===== src/shared/pwmsl_pkg.sv =====
// constants, field layout and types of the pwm slice
package pwmsl_pkg;
  localparam int unsigned DATA_W = 32;
  localparam int unsigned ADDR_W = 16;
  localparam int unsigned IDX_W  = 14;
  localparam int unsigned VAL_W  = 16;

  // register indices; byte address is four times the index
  localparam logic [13:0] IDX_ERS  = 14'h048C;
  localparam logic [13:0] IDX_CLK  = 14'h048D;
  localparam logic [13:0] IDX_LDS  = 14'h048E;
  localparam logic [13:0] IDX_PR   = 14'h048F;
  localparam logic [13:0] IDX_CLOCK_PRESCALE_VALUE = 14'h0491;
  localparam logic [13:0] IDX_PIPO = 14'h0492;
  localparam logic [13:0] IDX_GIR  = 14'h0493;
  localparam logic [13:0] IDX_GIE  = 14'h0494;
  localparam logic [13:0] IDX_CON  = 14'h0495;
  localparam logic [13:0] IDX_CFG  = 14'h0496;
  localparam logic [13:0] IDX_P1   = 14'h0497;
  localparam logic [13:0] IDX_P2   = 14'h0499;
  localparam logic [13:0] IDX_MLD  = 14'h049E;
  localparam logic [13:0] IDX_MEN  = 14'h049F;

  // field positions
  localparam int unsigned CON_EN   = 7;
  localparam int unsigned CON_LD   = 2;
  localparam int unsigned CON_POL  = 1;
  localparam int unsigned CON_NOW  = 0;
  localparam int unsigned CFG_OUT_TWO_POLARITY = 7;
  localparam int unsigned CFG_OUT_ONE_POLARITY = 6;
  localparam int unsigned CFG_PUSH_PULL_ENABLE = 3;
  localparam int unsigned FLG_TWO  = 1;
  localparam int unsigned FLG_ONE  = 0;

  // select codes with no source behind them
  localparam logic [3:0] ERS_OFF     = 4'h0;
  localparam logic [3:0] ERS_RSV_LO  = 4'hE;
  localparam logic [3:0] CLK_RSV     = 4'hF;
  localparam logic [2:0] LDS_OFF     = 3'h0;
  localparam logic [2:0] LDS_RSV     = 3'h7;

  // reset values
  localparam logic [7:0]  RST8  = 8'h00;
  localparam logic [15:0] RST16 = 16'h0000;

  typedef enum logic [2:0] {
    MODE_LEFT   = 3'h0,
    MODE_RIGHT  = 3'h1,
    MODE_CENTER = 3'h2,
    MODE_VAR    = 3'h3,
    MODE_CSET   = 3'h4,
    MODE_CTOG   = 3'h5,
    MODE_RSV6   = 3'h6,
    MODE_RSV7   = 3'h7
  } pwmsl_mode_t;

  typedef enum logic [1:0] {
    ST_IDLE = 2'b00,
    ST_UP   = 2'b01,
    ST_DOWN = 2'b11,
    ST_HOLD = 2'b10
  } pwmsl_state_t;

  typedef struct packed {
    logic slice_out_two;
    logic slice_out_one;
  } pwmsl_out_t;

  typedef struct packed {
    logic [15:0] clk_src;
    logic [15:0] ers_src;
    logic [7:0]  ld_src;
  } pwmsl_src_t;
endpackage


===== src/design/pwmsl_prescale.sv =====
// divides the selected pwm clock edges by the prescale value plus one
`timescale 1ns/1ps
module pwmsl_prescale
  import pwmsl_pkg::*;
#(
  parameter int unsigned DIV_W = 8
)
(
  input  wire logic             pclk,
  input  wire logic             presetn,
  input  wire logic             pclk_en,
  input  wire logic             run,
  input  wire logic             tick_in,
  input  wire logic [DIV_W-1:0] div,
  output logic                  tick_out
);
  logic [DIV_W-1:0] cnt_q;

  // a fresh enable always starts a full division
  always_ff @(posedge pclk or negedge presetn)
  begin
    if (!presetn)
      cnt_q <= '0;
    else if (pclk_en)
    begin
      if (!run)
        cnt_q <= '0;
      else if (tick_in)
        cnt_q <= (cnt_q == div) ? '0 : cnt_q + 1'b1;
    end
  end

  assign tick_out = run & tick_in & (cnt_q == div);
endmodule


===== src/design/pwmsl_top.sv =====
// sixteen bit pwm instance with one slice, apb register slave
//
// Implementation choice: register access over APB.
`timescale 1ns/1ps
module pwmsl_top
  import pwmsl_pkg::*;
(
  input  wire logic        pclk,
  input  wire logic        presetn,
  input  wire logic        pclk_en,
  input  wire logic        psel,
  input  wire logic        penable,
  input  wire logic        pwrite,
  input  wire logic [15:0] paddr,
  input  wire logic [31:0] pwdata,
  input  wire logic [3:0]  pstrb,
  output logic      [31:0] prdata,
  output logic             pready,
  output logic             pslverr,
  input  wire pwmsl_src_t  src_in,
  input  wire logic [2:0]  peer_reload_done,
  output pwmsl_out_t       slice_out,
  output logic             instance_irq_flag,
  output logic      [2:0]  peer_reload,
  output logic      [2:0]  peer_enable
);
  // byte merges for one and two byte registers
  function automatic logic [7:0] merge8(input logic [7:0] old, input logic [31:0] wd, input logic [3:0] st);
    merge8 = st[0] ? wd[7:0] : old;
  endfunction

  function automatic logic [15:0] merge16(input logic [15:0] old, input logic [31:0] wd, input logic [3:0] st);
    merge16 = {st[1] ? wd[15:8] : old[15:8], st[0] ? wd[7:0] : old[7:0]};
  endfunction

  function automatic logic mapped(input logic [13:0] idx);
    case (idx)
      IDX_ERS, IDX_CLK, IDX_LDS, IDX_PR, IDX_CLOCK_PRESCALE_VALUE, IDX_PIPO, IDX_GIR,
      IDX_GIE, IDX_CON, IDX_CFG, IDX_P1, IDX_P2, IDX_MLD, IDX_MEN: mapped = 1'b1;
      default: mapped = 1'b0;
    endcase
  endfunction

  // p clocks at the tail of a period: timer + p exceeds period
  function automatic logic in_tail(input logic [15:0] t, input logic [15:0] pr, input logic [15:0] p);
    in_tail = ({1'b0, t} + {1'b0, p}) > {1'b0, pr};
  endfunction

  logic [3:0]   ers_q;
  logic [3:0]   clk_q;
  logic [2:0]   lds_q;
  logic [15:0]  pr_q;
  logic [7:0]   clock_prescale_value_q;
  logic [7:0]   pipos_q;
  logic [1:0]   gir_q;
  logic [1:0]   gie_q;
  logic         en_q;
  logic         ld_q;
  logic         epol_q;
  logic         enow_q;
  logic [7:0]   cfg_q;
  logic [15:0]  p1_q;
  logic [15:0]  p2_q;
  logic [2:0]   peer_ld_q;
  logic [2:0]   peer_en_q;
  logic [15:0]  pr_b_q;
  logic [15:0]  p1_b_q;
  logic [15:0]  p2_b_q;
  logic [15:0]  tmr_q;
  pwmsl_state_t st_q;
  logic         raw1_q;
  logic         raw2_q;
  logic         phase_q;
  pwmsl_out_t   out_q;
  logic [31:0]  prdata_q;
  pwmsl_src_t   sync1_q;
  pwmsl_src_t   sync2_q;
  logic         clk_lvl_q;
  logic         ldt_lvl_q;

  logic [13:0]  idx;
  logic         wr;
  logic [31:0]  rd_data;
  logic         clk_lvl;
  logic         ldt_lvl;
  logic         ers_active;
  logic         ld_ext;
  logic         tick;
  logic         running;
  logic         per_evt;
  logic         reload_pt;
  logic         raw1_d;
  logic         raw2_d;
  logic [1:0]   evt;
  logic         m1;
  logic         m2;
  logic         gate1;
  logic         gate2;
  pwmsl_mode_t  mode;

  assign idx  = paddr[15:2];
  assign wr   = psel & penable & pwrite & pclk_en;
  assign mode = pwmsl_mode_t'(cfg_q[2:0]);

  // pins and other domains pass two flops before anything reads them
  always_ff @(posedge pclk or negedge presetn)
  begin
    if (!presetn)
    begin
      sync1_q <= '0;
      sync2_q <= '0;
    end
    else if (pclk_en)
    begin
      sync1_q <= src_in;
      sync2_q <= sync1_q;
    end
  end

  assign clk_lvl    = (clk_q != CLK_RSV) & sync2_q.clk_src[clk_q];
  assign ldt_lvl    = (lds_q != LDS_OFF) & (lds_q != LDS_RSV) & sync2_q.ld_src[lds_q];
  assign ers_active = (ers_q != ERS_OFF) & (ers_q < ERS_RSV_LO)
                      & (sync2_q.ers_src[ers_q] ^ epol_q);
  assign ld_ext     = en_q & ldt_lvl & ~ldt_lvl_q;

  always_ff @(posedge pclk or negedge presetn)
  begin
    if (!presetn)
    begin
      clk_lvl_q <= 1'b0;
      ldt_lvl_q <= 1'b0;
    end
    else if (pclk_en)
    begin
      clk_lvl_q <= clk_lvl;
      ldt_lvl_q <= ldt_lvl;
    end
  end

  pwmsl_prescale #(
    .DIV_W (8)
  ) i_pwmsl_prescale (
    .pclk     (pclk),
    .presetn  (presetn),
    .pclk_en  (pclk_en),
    .run      (en_q),
    .tick_in  (clk_lvl & ~clk_lvl_q),
    .div      (clock_prescale_value_q),
    .tick_out (tick)
  );

  // plain configuration registers; narrow fields drop reserved bits
  always_ff @(posedge pclk or negedge presetn)
  begin
    if (!presetn)
    begin
      ers_q   <= RST8[3:0];
      clk_q   <= RST8[3:0];
      lds_q   <= RST8[2:0];
      pr_q    <= RST16;
      clock_prescale_value_q  <= RST8;
      pipos_q <= RST8;
      gie_q   <= RST8[1:0];
      cfg_q   <= RST8;
      p1_q    <= RST16;
      p2_q    <= RST16;
      epol_q  <= 1'b0;
      enow_q  <= 1'b0;
    end
    else if (wr)
    begin
      case (idx)
        IDX_ERS:  if (pstrb[0]) ers_q <= pwdata[3:0];
        IDX_CLK:  if (pstrb[0]) clk_q <= pwdata[3:0];
        IDX_LDS:  if (pstrb[0]) lds_q <= pwdata[2:0];
        IDX_PR:   pr_q    <= merge16(pr_q, pwdata, pstrb);
        IDX_CLOCK_PRESCALE_VALUE: clock_prescale_value_q  <= merge8(clock_prescale_value_q, pwdata, pstrb);
        IDX_PIPO: pipos_q <= merge8(pipos_q, pwdata, pstrb);
        IDX_GIE:  if (pstrb[0]) gie_q <= pwdata[1:0];
        IDX_CFG:  cfg_q   <= merge8(cfg_q, pwdata, pstrb) & 8'hCF;
        IDX_P1:   p1_q    <= merge16(p1_q, pwdata, pstrb);
        IDX_P2:   p2_q    <= merge16(p2_q, pwdata, pstrb);
        IDX_CON:
        begin
          if (pstrb[0])
          begin
            epol_q <= pwdata[CON_POL];
            enow_q <= pwdata[CON_NOW];
          end
        end
        default: ;
      endcase
    end
  end

  // enable bit, reachable from its own register and from the shared mirror
  always_ff @(posedge pclk or negedge presetn)
  begin
    if (!presetn)
    begin
      en_q      <= 1'b0;
      peer_en_q <= 3'h0;
    end
    else if (wr && pstrb[0])
    begin
      if (idx == IDX_CON)
        en_q <= pwdata[CON_EN];
      if (idx == IDX_MEN)
      begin
        en_q      <= pwdata[0];
        peer_en_q <= pwdata[3:1];
      end
    end
  end

  // reload request: hardware clears it at the reload point, a new set wins
  always_ff @(posedge pclk or negedge presetn)
  begin
    if (!presetn)
    begin
      ld_q      <= 1'b0;
      peer_ld_q <= 3'h0;
    end
    else if (pclk_en)
    begin
      if (reload_pt)
        ld_q <= 1'b0;
      peer_ld_q <= peer_ld_q & ~peer_reload_done;
      if (wr && pstrb[0] && idx == IDX_CON)
        ld_q <= pwdata[CON_LD];
      if (wr && pstrb[0] && idx == IDX_MLD)
      begin
        ld_q      <= pwdata[0];
        peer_ld_q <= pwdata[3:1];
      end
      if (ld_ext)
        ld_q <= 1'b1;
    end
  end

  // working copies follow the registers while disabled; while enabled they take them only at a reload point
  always_ff @(posedge pclk or negedge presetn)
  begin
    if (!presetn)
    begin
      pr_b_q <= RST16;
      p1_b_q <= RST16;
      p2_b_q <= RST16;
    end
    else if (pclk_en && (!en_q || reload_pt))
    begin
      pr_b_q <= pr_q;
      p1_b_q <= p1_q;
      p2_b_q <= p2_q;
    end
  end

  assign running = (st_q == ST_UP) || (st_q == ST_DOWN);
  assign per_evt = tick && (((st_q == ST_UP) && (tmr_q == pr_b_q))
                   || ((st_q == ST_DOWN) && (tmr_q == 16'h0000)));
  // center aligned spans two period events, so it reloads only at the bottom
  assign reload_pt = per_evt & ld_q & ((mode != MODE_CENTER) | (st_q == ST_DOWN));

  // timer: up from zero to period, down again in center aligned mode
  always_ff @(posedge pclk or negedge presetn)
  begin
    if (!presetn)
    begin
      st_q  <= ST_IDLE;
      tmr_q <= RST16;
    end
    else if (pclk_en)
    begin
      if (!en_q)
      begin
        st_q  <= ST_IDLE;
        tmr_q <= RST16;
      end
      else if (tick)
      begin
        case (st_q)
          ST_IDLE:
            st_q <= ST_UP;
          ST_UP, ST_DOWN:
          begin
            if (ers_active && (enow_q || per_evt))
            begin
              st_q  <= ST_HOLD;
              tmr_q <= RST16;
            end
            else if (st_q == ST_UP)
            begin
              if (tmr_q != pr_b_q)
                tmr_q <= tmr_q + 16'h0001;
              else if (mode == MODE_CENTER)
                st_q <= ST_DOWN;
              else
                tmr_q <= RST16;
            end
            else if (tmr_q == 16'h0000)
              st_q <= ST_UP;
            else
              tmr_q <= tmr_q - 16'h0001;
          end
          ST_HOLD:
          begin
            tmr_q <= RST16;
            if (!ers_active)
              st_q <= ST_UP;
          end
          default:
            st_q <= ST_IDLE;
        endcase
      end
    end
  end

  assign m1 = running && (tmr_q == p1_b_q);
  assign m2 = running && (tmr_q == p2_b_q);

  // next level of each slice output, before polarity
  always_comb
  begin
    raw1_d = 1'b0;
    raw2_d = 1'b0;
    case (mode)
      MODE_LEFT:
      begin
        raw1_d = tmr_q < p1_b_q;
        raw2_d = tmr_q < p2_b_q;
      end
      MODE_RIGHT, MODE_CENTER:
      begin
        raw1_d = in_tail(tmr_q, pr_b_q, p1_b_q);
        raw2_d = in_tail(tmr_q, pr_b_q, p2_b_q);
      end
      MODE_VAR:
      begin
        raw1_d = m2 ? 1'b0 : (m1 ? 1'b1 : raw1_q);
        raw2_d = raw1_d;
      end
      MODE_CSET:
      begin
        raw1_d = raw1_q | m1;
        raw2_d = raw2_q | m2;
      end
      MODE_CTOG:
      begin
        raw1_d = raw1_q ^ m1;
        raw2_d = raw2_q ^ m2;
      end
      default: ;
    endcase
    if (!running)
    begin
      raw1_d = 1'b0;
      raw2_d = 1'b0;
    end
  end

  // flag events for each mode, sampled on the pwm tick only
  always_comb
  begin
    evt = 2'b00;
    case (mode)
      MODE_VAR, MODE_CSET, MODE_CTOG:
        evt = {m2, m1};
      MODE_CENTER:
        evt = {raw2_d ^ raw2_q, raw1_d ^ raw1_q};
      MODE_RIGHT:
        evt = {raw2_d & ~raw2_q, raw1_d & ~raw1_q};
      MODE_LEFT:
        evt = {~raw2_d & raw2_q, ~raw1_d & raw1_q};
      default: ;
    endcase
    if (!(tick && en_q))
      evt = 2'b00;
  end

  always_ff @(posedge pclk or negedge presetn)
  begin
    if (!presetn)
    begin
      raw1_q  <= 1'b0;
      raw2_q  <= 1'b0;
      phase_q <= 1'b0;
    end
    else if (pclk_en)
    begin
      if (!en_q)
      begin
        raw1_q  <= 1'b0;
        raw2_q  <= 1'b0;
        phase_q <= 1'b0;
      end
      else if (tick)
      begin
        raw1_q <= raw1_d;
        raw2_q <= raw2_d;
        if (per_evt)
          phase_q <= ~phase_q;
      end
    end
  end

  // flags: a software write stores, a hardware event in the same cycle wins
  always_ff @(posedge pclk or negedge presetn)
  begin
    if (!presetn)
      gir_q <= RST8[1:0];
    else if (pclk_en)
    begin
      if (wr && idx == IDX_GIR && pstrb[0])
        gir_q <= pwdata[1:0] | evt;
      else
        gir_q <= gir_q | evt;
    end
  end

  // push-pull only shapes left and right aligned modes
  assign gate1 = !(cfg_q[CFG_PUSH_PULL_ENABLE] && (mode == MODE_LEFT || mode == MODE_RIGHT)) || !phase_q;
  assign gate2 = !(cfg_q[CFG_PUSH_PULL_ENABLE] && (mode == MODE_LEFT || mode == MODE_RIGHT)) || phase_q;

  always_ff @(posedge pclk or negedge presetn)
  begin
    if (!presetn)
      out_q <= '0;
    else if (pclk_en)
    begin
      out_q.slice_out_one <= (en_q & raw1_q & gate1) ^ cfg_q[CFG_OUT_ONE_POLARITY];
      out_q.slice_out_two <= (en_q & raw2_q & gate2) ^ cfg_q[CFG_OUT_TWO_POLARITY];
    end
  end

  always_comb
  begin
    rd_data = 32'h0000_0000;
    case (idx)
      IDX_ERS:  rd_data = {28'h0, ers_q};
      IDX_CLK:  rd_data = {28'h0, clk_q};
      IDX_LDS:  rd_data = {29'h0, lds_q};
      IDX_PR:   rd_data = {16'h0, pr_q};
      IDX_CLOCK_PRESCALE_VALUE: rd_data = {24'h0, clock_prescale_value_q};
      IDX_PIPO: rd_data = {24'h0, pipos_q};
      IDX_GIR:  rd_data = {30'h0, gir_q};
      IDX_GIE:  rd_data = {30'h0, gie_q};
      IDX_CON:  rd_data = {24'h0, en_q, 4'h0, ld_q, epol_q, enow_q};
      IDX_CFG:  rd_data = {24'h0, cfg_q};
      IDX_P1:   rd_data = {16'h0, p1_q};
      IDX_P2:   rd_data = {16'h0, p2_q};
      IDX_MLD:  rd_data = {28'h0, peer_ld_q, ld_q};
      IDX_MEN:  rd_data = {28'h0, peer_en_q, en_q};
      default:  rd_data = 32'h0000_0000;
    endcase
  end

  // read data is caught in the setup cycle so it leaves a flop
  always_ff @(posedge pclk or negedge presetn)
  begin
    if (!presetn)
      prdata_q <= 32'h0000_0000;
    else if (pclk_en && psel && !penable)
      prdata_q <= rd_data;
  end

  assign prdata            = prdata_q;
  assign pready            = pclk_en;
  assign pslverr           = psel & penable & ~mapped(idx);
  assign slice_out         = out_q;
  assign instance_irq_flag = |(gir_q & gie_q);
  assign peer_reload       = peer_ld_q;
  assign peer_enable       = peer_en_q;
endmodule


===== config.mk =====
export PLATFORM = sky130hd
export DESIGN_NAME = pwmsl_top
export DESIGN_NICKNAME = d
export VERILOG_FILES = /design/src/shared/pwmsl_pkg.sv /design/src/design/pwmsl_prescale.sv /design/src/design/pwmsl_top.sv
export SDC_FILE = /design/constraint.sdc
export NUM_CORES = 1
export LEC_CHECK = 0
export ABC_AREA = 1
export BUFFER_PORTS_ARGS = -buffer_cell sky130_fd_sc_hd__buf_4
export CORE_UTILIZATION = 65
export CTS_BUF_LIST = sky130_fd_sc_hd__clkbuf_8
export CTS_CLUSTER_SIZE = 16
export DETAILED_ROUTE_END_ITERATION = 16
export GPL_ROUTABILITY_DRIVEN = 0
export GPL_TIMING_DRIVEN = 0
export HOLD_SLACK_MARGIN = 0.02
export PLACE_DENSITY = 0.86
export SLEW_MARGIN = 15
export SYNTH_ARGS = -nofsm -noshare
export SYNTH_HDL_FRONTEND = slang
export SYNTH_HIERARCHICAL = 1
export SYNTH_SLANG_ARGS = --single-unit

===== constraint.sdc =====
create_clock -name pclk -period 12.9 [get_ports pclk]
set_clock_uncertainty 0.1 [all_clocks]
set_input_delay 2.58 -clock pclk [delete_from_list [all_inputs] [get_ports pclk]]
set_output_delay 2.58 -clock pclk [all_outputs]
set_load 0.005 [all_outputs]

==> results.yml, run 1 <==
outcome:
  outcome: "completed"
clock_tree:
  cts_buffer_depth: 3
  htreeDepth: 2
  cts_resized: 0
  clk_pin_slew_worst_paths_ps: 70
  cts_tree: "built"
  cts_setup_buffers: 0
  worstSkewPairLatency_ps: 600
  cts_root_buf: "clkbuf_8"
  cts.sinks: 266
  cts_hold_buf: 0
  cts_inserted_buffers: 44
setup_path:
  crit-reg2reg-capture: "gir_q[1]"
  start_kind: "input pin"
  ff2ff_setup_slack_ps: 7540
  cp_max_fo: 10
  critPathRequiredTime_ps: 10220
  endpoint_kind: "output pin"
  timing_worst_setup_path_type: "in -> out"
  r2r_start: "tmr_q[1]"
  crit_arrival_ps: 5110
  reg2regPathDepth: 25
sta:
  fmax_ghz: 0.1284
  fin_crit_ps: 7788
  slew_headroom_pct: 25.17
  post-route-period-util_pct: 60.38
  finalHoldViolCount: 0
  rsz0062_at_grt: "false"
  final.setup.tns_ps: 0
  setup_viol: 0
  tightest_slew_ps: 1112
  slew_viol_final: 0
yosys:
  synth.avg_cell_area_um2: 7.771
  yosysMostFrequentCell: "nand2_1"
  async_flop_share_pct: 100.0
  synth_cells: 2076
  yosysWarnings: 6
  yosysTopAreaCellShare_pct: 41.26
  yosys-top-cells-area: "dfrtp_1, nand2_1, ha_1"
  synth_edf_count: 0
  synth_area_mm2: 0.01613
  yosys.area.top_type: "dfrtp_1"
  ys_seq_elements: 266
  synthTopCellsByCount: "nand2_1, inv_1, dfrtp_1"
  synth.distinct_cells: 63
  synth-main-ff-cell: "dfrtp_1"
  seq_area_frac_synth_pct: 41.26
pwr:
  p_int_mw: 1.296
  cellPowerDensity_mw_per_mm2: 96.51
  seqPwrFrac_pct: 50.2
  combPwrFrac_pct: 7.6
  p_total_mw: 1.768
  peakVddDrop_mv: 0.1040
  swShare_pct: 26.69
  p_switching_uw: 471.8
  clock_power_share_pct: 42.2
  p_leak_nw: 8.795
global_route:
  grt_pass1_vias: 14980
  grt_first_pass_wirelength_mm: 75.61
  grt.total_usage_pct: 37.78
  antenna_found_initial: 0
  grt_overflow: 0
  grt_max_degree: 102
job:
  max_cap_violations: 0
route:
  ant_nets: 0
  drt_iter0_drc: 1807
  routed_wirelength_mm: 47.67
  dr.pass1.iters: 6
  post_drt_wl_per_cell_um: 18.34
  vias: 15410
  route.detailed.drc: 0
  viasPerCell: 5.929
place:
  dpl_cell_area_mm2: 0.01744
  io_buffers: 104
  dp_hpwl_mm: 35.61
worst_hold_path:
  min_path_type: "reg -> reg"
  worst_hold_path.endpoint: "sync2_q[20]"
  hp-start: "sync1_q[20]"
  holdPathStages: 2
cells_and_area:
  seq_area_mm2: 0.006656
  multi_input_area_mm2: 0.007896
  drive_above_1_share_pct: 12.22
  nets: 2449
  fin_area_mm2: 0.01832
  nFillCells: 1775
  syn_to_final_growth_pct: 13.54
  antenna_cells: 0
  final_util_pct: 75.32
die:
  ios: 144
  dieWidth_um: 159.5
  die_y_um: 159.5
  dieArea_mm2: 0.02545
  rows: 57
  start_util_pct: 66.34
  core-area_mm2: 0.02432
[worst max-delay path: stages]
cell and delay (ps):
buf_4 110, inv_1 40, nor2_1 40, nand3_1 200
buf_2 280, inv_1 110, nand3_1 340, clkbuf_1 520
nand4_1 180, nor4_1 500, buf_4 200
[cell usage in the layout (no fill, tap or decap), types with 7 or more instances in the layout]
cell type  Yosys  routed
buf_6         10      10
inv_1        289     301
nand4_1       21      21
xor2_1        47      47
nand2_1      511     511
a31oi_1       10      10
dfrtp_1      266     266
o21ai_2       14      14
o311ai_0       7       7
buf_4         18     121
nor4_1        17      17
nor2_1       117     117
nor2_2         7       7
xnor2_1       11      11
clkbuf_8       0      53
conb_1         1      16
buf_2         14      14
o21ai_0      188     188
clkinv_2       2       7
o22ai_1       35      35
ha_1         103     103
inv_2          8       8
a21oi_1      115     115
nor3_1        22      22
clkbuf_1      41      41
nand3_1       60      60
o21ai_1       47      47
[registers in the layout (all words and copies together) (netlist names), 16 cells and up]
register	cells
p2_b_q	16
pr_q	16
sync1_q	37
prdata	16
sync2_q	37
p2_q	16
p1_b_q	16
pr_b_q	16
tmr_q	16
p1_q	16
[per-stage QoR]
stage          setup slack (ps)  std cells  hold WS [ps]
2_1_floorplan              6209       2091         336.6
3_3_place_gp               5246       2519         352.4
3_5_place_dp               5225       2521         354.1
4_1_cts                    5186       2599         370.6
5_1_grt                    4889       2599         385.5
6_report                   5112       2599         369.2
[routing by layer]
layer  vias to the layer above  global-route usage [%]  wire length (µm)  share of wire, %
li1                       7087                       -                 -                 -
met1                      7229                   46.41             17760                37
met2                       874                   62.62             22450                47
met3                       219                   6.408              4450               9.3
met4                         0                   22.73              3019               6.3
met5                         -                       0                 0                 0
[how the worst max path moves through the flow]
| stage | slack, ps | to | from |
|---|---|---|---|
| after detailed placement | 5230 | pslverr | paddr[9] |
| final | 5110 | pslverr | paddr[9] |
| after global routing | 4890 | pslverr | paddr[10] |
| after global placement | 5250 | pslverr | paddr[9] |
| after CTS | 5190 | pslverr | paddr[9] |
| after floorplan | 6210 | pslverr | paddr[9] |
[area by class of cell]
class / instances / area share, %
well taps: 324 / 2.213
plain buffers: 89 / 2.698
flip-flops and latches: 266 / 36.34
multi-input cells: 1433 / 43.11
repair buffers: 106 / 4.604
inverters: 303 / 6.236
clock buffers: 53 / 3.982
clock inverters: 25 / 0.8197
[cells by family (layout without fill, tap and decap cells)]
group	after synthesis	count (layout)	share of synthesized area [%]
xor+xnor	58	58	3.149
flops	266	266	41.26
compound gates	469	469	16.63
simple gates	785	785	20.56
fa+ha+maj	105	105	8.236
other cells	1	16	0.02324
buf+inv	392	576	10.14
[power groups by stage]
stage | combinational [mW] | clock [mW] | sequential (mW)
global route | 0.151 | 0.782 | 0.891
floorplan | 0.0699 | 0 | 0.896
detailed placement | 0.132 | 0 | 0.902
global placement | 0.125 | 0 | 0.901
CTS | 0.134 | 0.743 | 0.887
finish | 0.134 | 0.745 | 0.888
Note: power is estimated with default switching activity, not from simulation.
==> run 2, diff against run 1 <==
Settings changed: ABC_AREA 1 to 0, CORE_UTILIZATION 65 to 62, PLACE_DENSITY 0.86 to 0.83.
Clock period 12.9 ns to 7.7 ns, I/O delays scaled along.
==> run 2 against run 1 <==
  * Non-clock buffer count fell by 9
  * Combinational power up 65%
  * Clock power is 65% higher
  * Routed wire length shrank 11%
  * Synthesized cell count shrank 29%
  * Core utilization down 3.3 points
  * Flip-flop and latch count unchanged
  * Via count is 17% lower
  * First-iteration DRC count down 32%
  * Sequential power grew 70%
  * Power increased by 67%
  * Critical path type is now reg -> reg
  * Largest cell class unchanged
  * Largest power group unchanged
==> results.yml, run 2 <==
clock_tree:
  cts_setup_buffers: 0
  cts_hold_buf: 0
  cts_inserted_buffers: 43
  cts_root_buf: "clkbuf_8"
  cts_resized: 0
  clk_pin_slew_worst_paths_ps: 60
  htreeDepth: 2
  worstSkewPairLatency_ps: 560
  cts_tree: "built"
  cts.sinks: 266
  cts_buffer_depth: 3
cells_and_area:
  nets: 1850
  layout_common_cells: "dfrtp_1, mux2_2, buf_4"
  final_common_cell: "dfrtp_1"
  antenna_cells: 0
  syn_to_final_growth_pct: 13.63
  reg_top3: "sync1_q: 37 flops, sync2_q: 37 flops"
  drive_above_1_share_pct: 27.41
yosys:
  synth_edf_count: 0
  ys_seq_elements: 266
  async_flop_share_pct: 100.0
  synthTopCellsByCount: "dfrtp_1, mux2_2, ha_1"
  synth_top_family_by_area: "multiplexers"
  synth_area_mm2: 0.01596
  yosysWarnings: 6
  seq_area_frac_synth_pct: 41.71
  yosysTopAreaCellShare_pct: 41.71
  synth_adder_area_share_pct: 8.327
  synth_cells: 1480
  synth_xor_area_share_pct: 3.332
  yosys-top-cells-area: "dfrtp_1, mux2_2, ha_1"
  synth-main-ff-cell: "dfrtp_1"
  yosys.area.top_type: "dfrtp_1"
  synth.distinct_cells: 93
  synth.avg_cell_area_um2: 10.78
  yosysMostFrequentCell: "dfrtp_1"
  synth_compound_area_share_pct: 12.47
  synthSimpleGateAreaFrac_pct: 12.07
  muxShareOfSynthArea_pct: 17.41
route:
  route.detailed.drc: 0
  viasPerCell: 6.385
  post_drt_wl_per_cell_um: 21.25
  vias: 12780
  ant_nets: 0
  drt_iter0_drc: 1220
  routed_wirelength_mm: 42.53
  dr.pass1.iters: 6
setup_path:
  critPathRequiredTime_ps: 8050
  crit_arrival_ps: 6360
  ff2ff_setup_slack_ps: 1690
  critPathTopFamily: "compound AO/OA/AOI/OAI gates"
  start_kind: "flip-flop"
  worst-path-buf-inv: 1
  slowest_stage: "dfrtp_1"
  critical-path-max-stage-delay_ps: 600
  cp_max_fo: 9
  endpoint_kind: "flip-flop"
  timing_worst_setup_path_type: "reg -> reg"
sta:
  fin_crit_ps: 6012
  finalHoldViolCount: 0
  setup_slack_ps: 1688
  rsz0062_at_grt: "false"
  post-route-period-util_pct: 78.08
  slew_viol_final: 0
  setup_viol: 0
  fmax_ghz: 0.1663
  final.setup.tns_ps: 0
  tightest_slew_ps: 1236
  slew_headroom_pct: 16.96
  timing.hold.ws_ps: 381.9
die:
  core-area_mm2: 0.02518
  dieArea_mm2: 0.02638
  start_util_pct: 63.37
  ios: 144
  die_y_um: 162.4
  rows: 58
  dieWidth_um: 162.4
global_route:
  grt_pass1_vias: 12750
  grt.total_usage_pct: 33.07
  grt_first_pass_wirelength_mm: 67.73
  grt_overflow: 0
  grt_max_degree: 98
  antenna_found_initial: 0
pwr:
  p_leak_nw: 8.365
  peakVddDrop_mv: 0.1609
  cellPowerDensity_mw_per_mm2: 163.2
place:
  place_worst_setup_slack_ps: 1849
  dp_hpwl_mm: 31.96
  io_buffers: 102
worst_hold_path:
  min_path_type: "reg -> reg"
job:
  max_cap_violations: 0
outcome:
  outcome: "completed"
[run 2: cell types whose count changed after synthesis, sizes merged, moves of 30 or more]
cell   change
a21oi     -71
inv      -214
mux2     +212
nand2    -416
nand3     -35
nor2      -49
o21ai    -178
o22ai     -30
xnor2     +34
xor2      -33
[run 2: worst register-to-register path: stages (launching register included)]
cell	delay [ps]
dfrtp_1	600
inv_1	290
fa_1	500
o21ba_2	250
or4_1	430
o2111ai_1	120
and4b_1	290
o31ai_1	120
nand2_1	90
xnor2_1	70
ha_1	300
nand4_1	120
nor4_1	360
a221oi_1	140
a21boi_0	180
o21ai_0	100
o311ai_1	190
a21oi_1	220
nand2b_1	190
ha_1	300
nor2_1	40
a31oi_1	150
nor2_1	60
o21bai_1	170
nand2_1	70
o31a_1	280
o22a_1	190
[run 2: power by group]
part / switching, mW / total, mW / internal [mW] / leakage (nW)
logic: 0.108 / 0.221 / 0.114 / 4.40
registers: 0.0476 / 1.51 / 1.46 / 3.48
clock network: 0.558 / 1.23 / 0.673 / 0.486
[run 2: cells by family (layout without fill, tap and decap cells)]
logic type,Yosys count,in the layout
xor gates and xnor gates,59,59
muxes,231,231
DFF,266,266
adders and majority gates,105,105
buffers and inverters,166,342
other,1,16
and+or+nand+nor,365,365
AOI/OAI and AO/OA,287,287
[run 2: final timing paths]
path / startpoint / to / cells after the start
max: tmr_q[1] / gir_q[0] / 26
min: prdata[2] / prdata[2] / 2
max reg2reg: tmr_q[1] / gir_q[0] / 26
min reg2reg: prdata[2] / prdata[2] / 2
max in group asynchronous: presetn / sync1_q[10] / 2
min in group asynchronous: presetn / p1_b_q[13] / 1
[run 2: per-stage QoR]
step	cells	cell area, µm²	power (mW)	utilization [%]
after floorplan	1495	16010	1.638	-
after global placement	1927	17190	1.730	68.27
after detailed placement	1929	17260	1.751	68.56
after CTS	2001	18130	2.973	71.99
after global routing	2001	18130	3.067	72.01
final	2001	18130	2.960	72.01
[run 2: layout make-up]
class                           count  area, µm²
Buffer                             82      426.7
Clock buffer                       55      757.0
Clock inverter                     17      106.4
Fill cell                        1711       7049
Inverter                           84      315.3
Multi-Input combinational cell   1063       8630
Sequential cell                   266       6656
Tap cell                          330      412.9
Timing Repair Buffer              104      828.3
[run 2: per-layer routing]
| layer | vias up | global-route usage (%) | wire, µm |
|---|---|---|---|
| li1 | 5695 | - | - |
| met1 | 6296 | 42.68 | 16990 |
| met2 | 642 | 53.44 | 19990 |
| met3 | 144 | 7.003 | 3611 |
| met4 | 0 | 15.31 | 1929 |
| met5 | - | 0 | 0 |
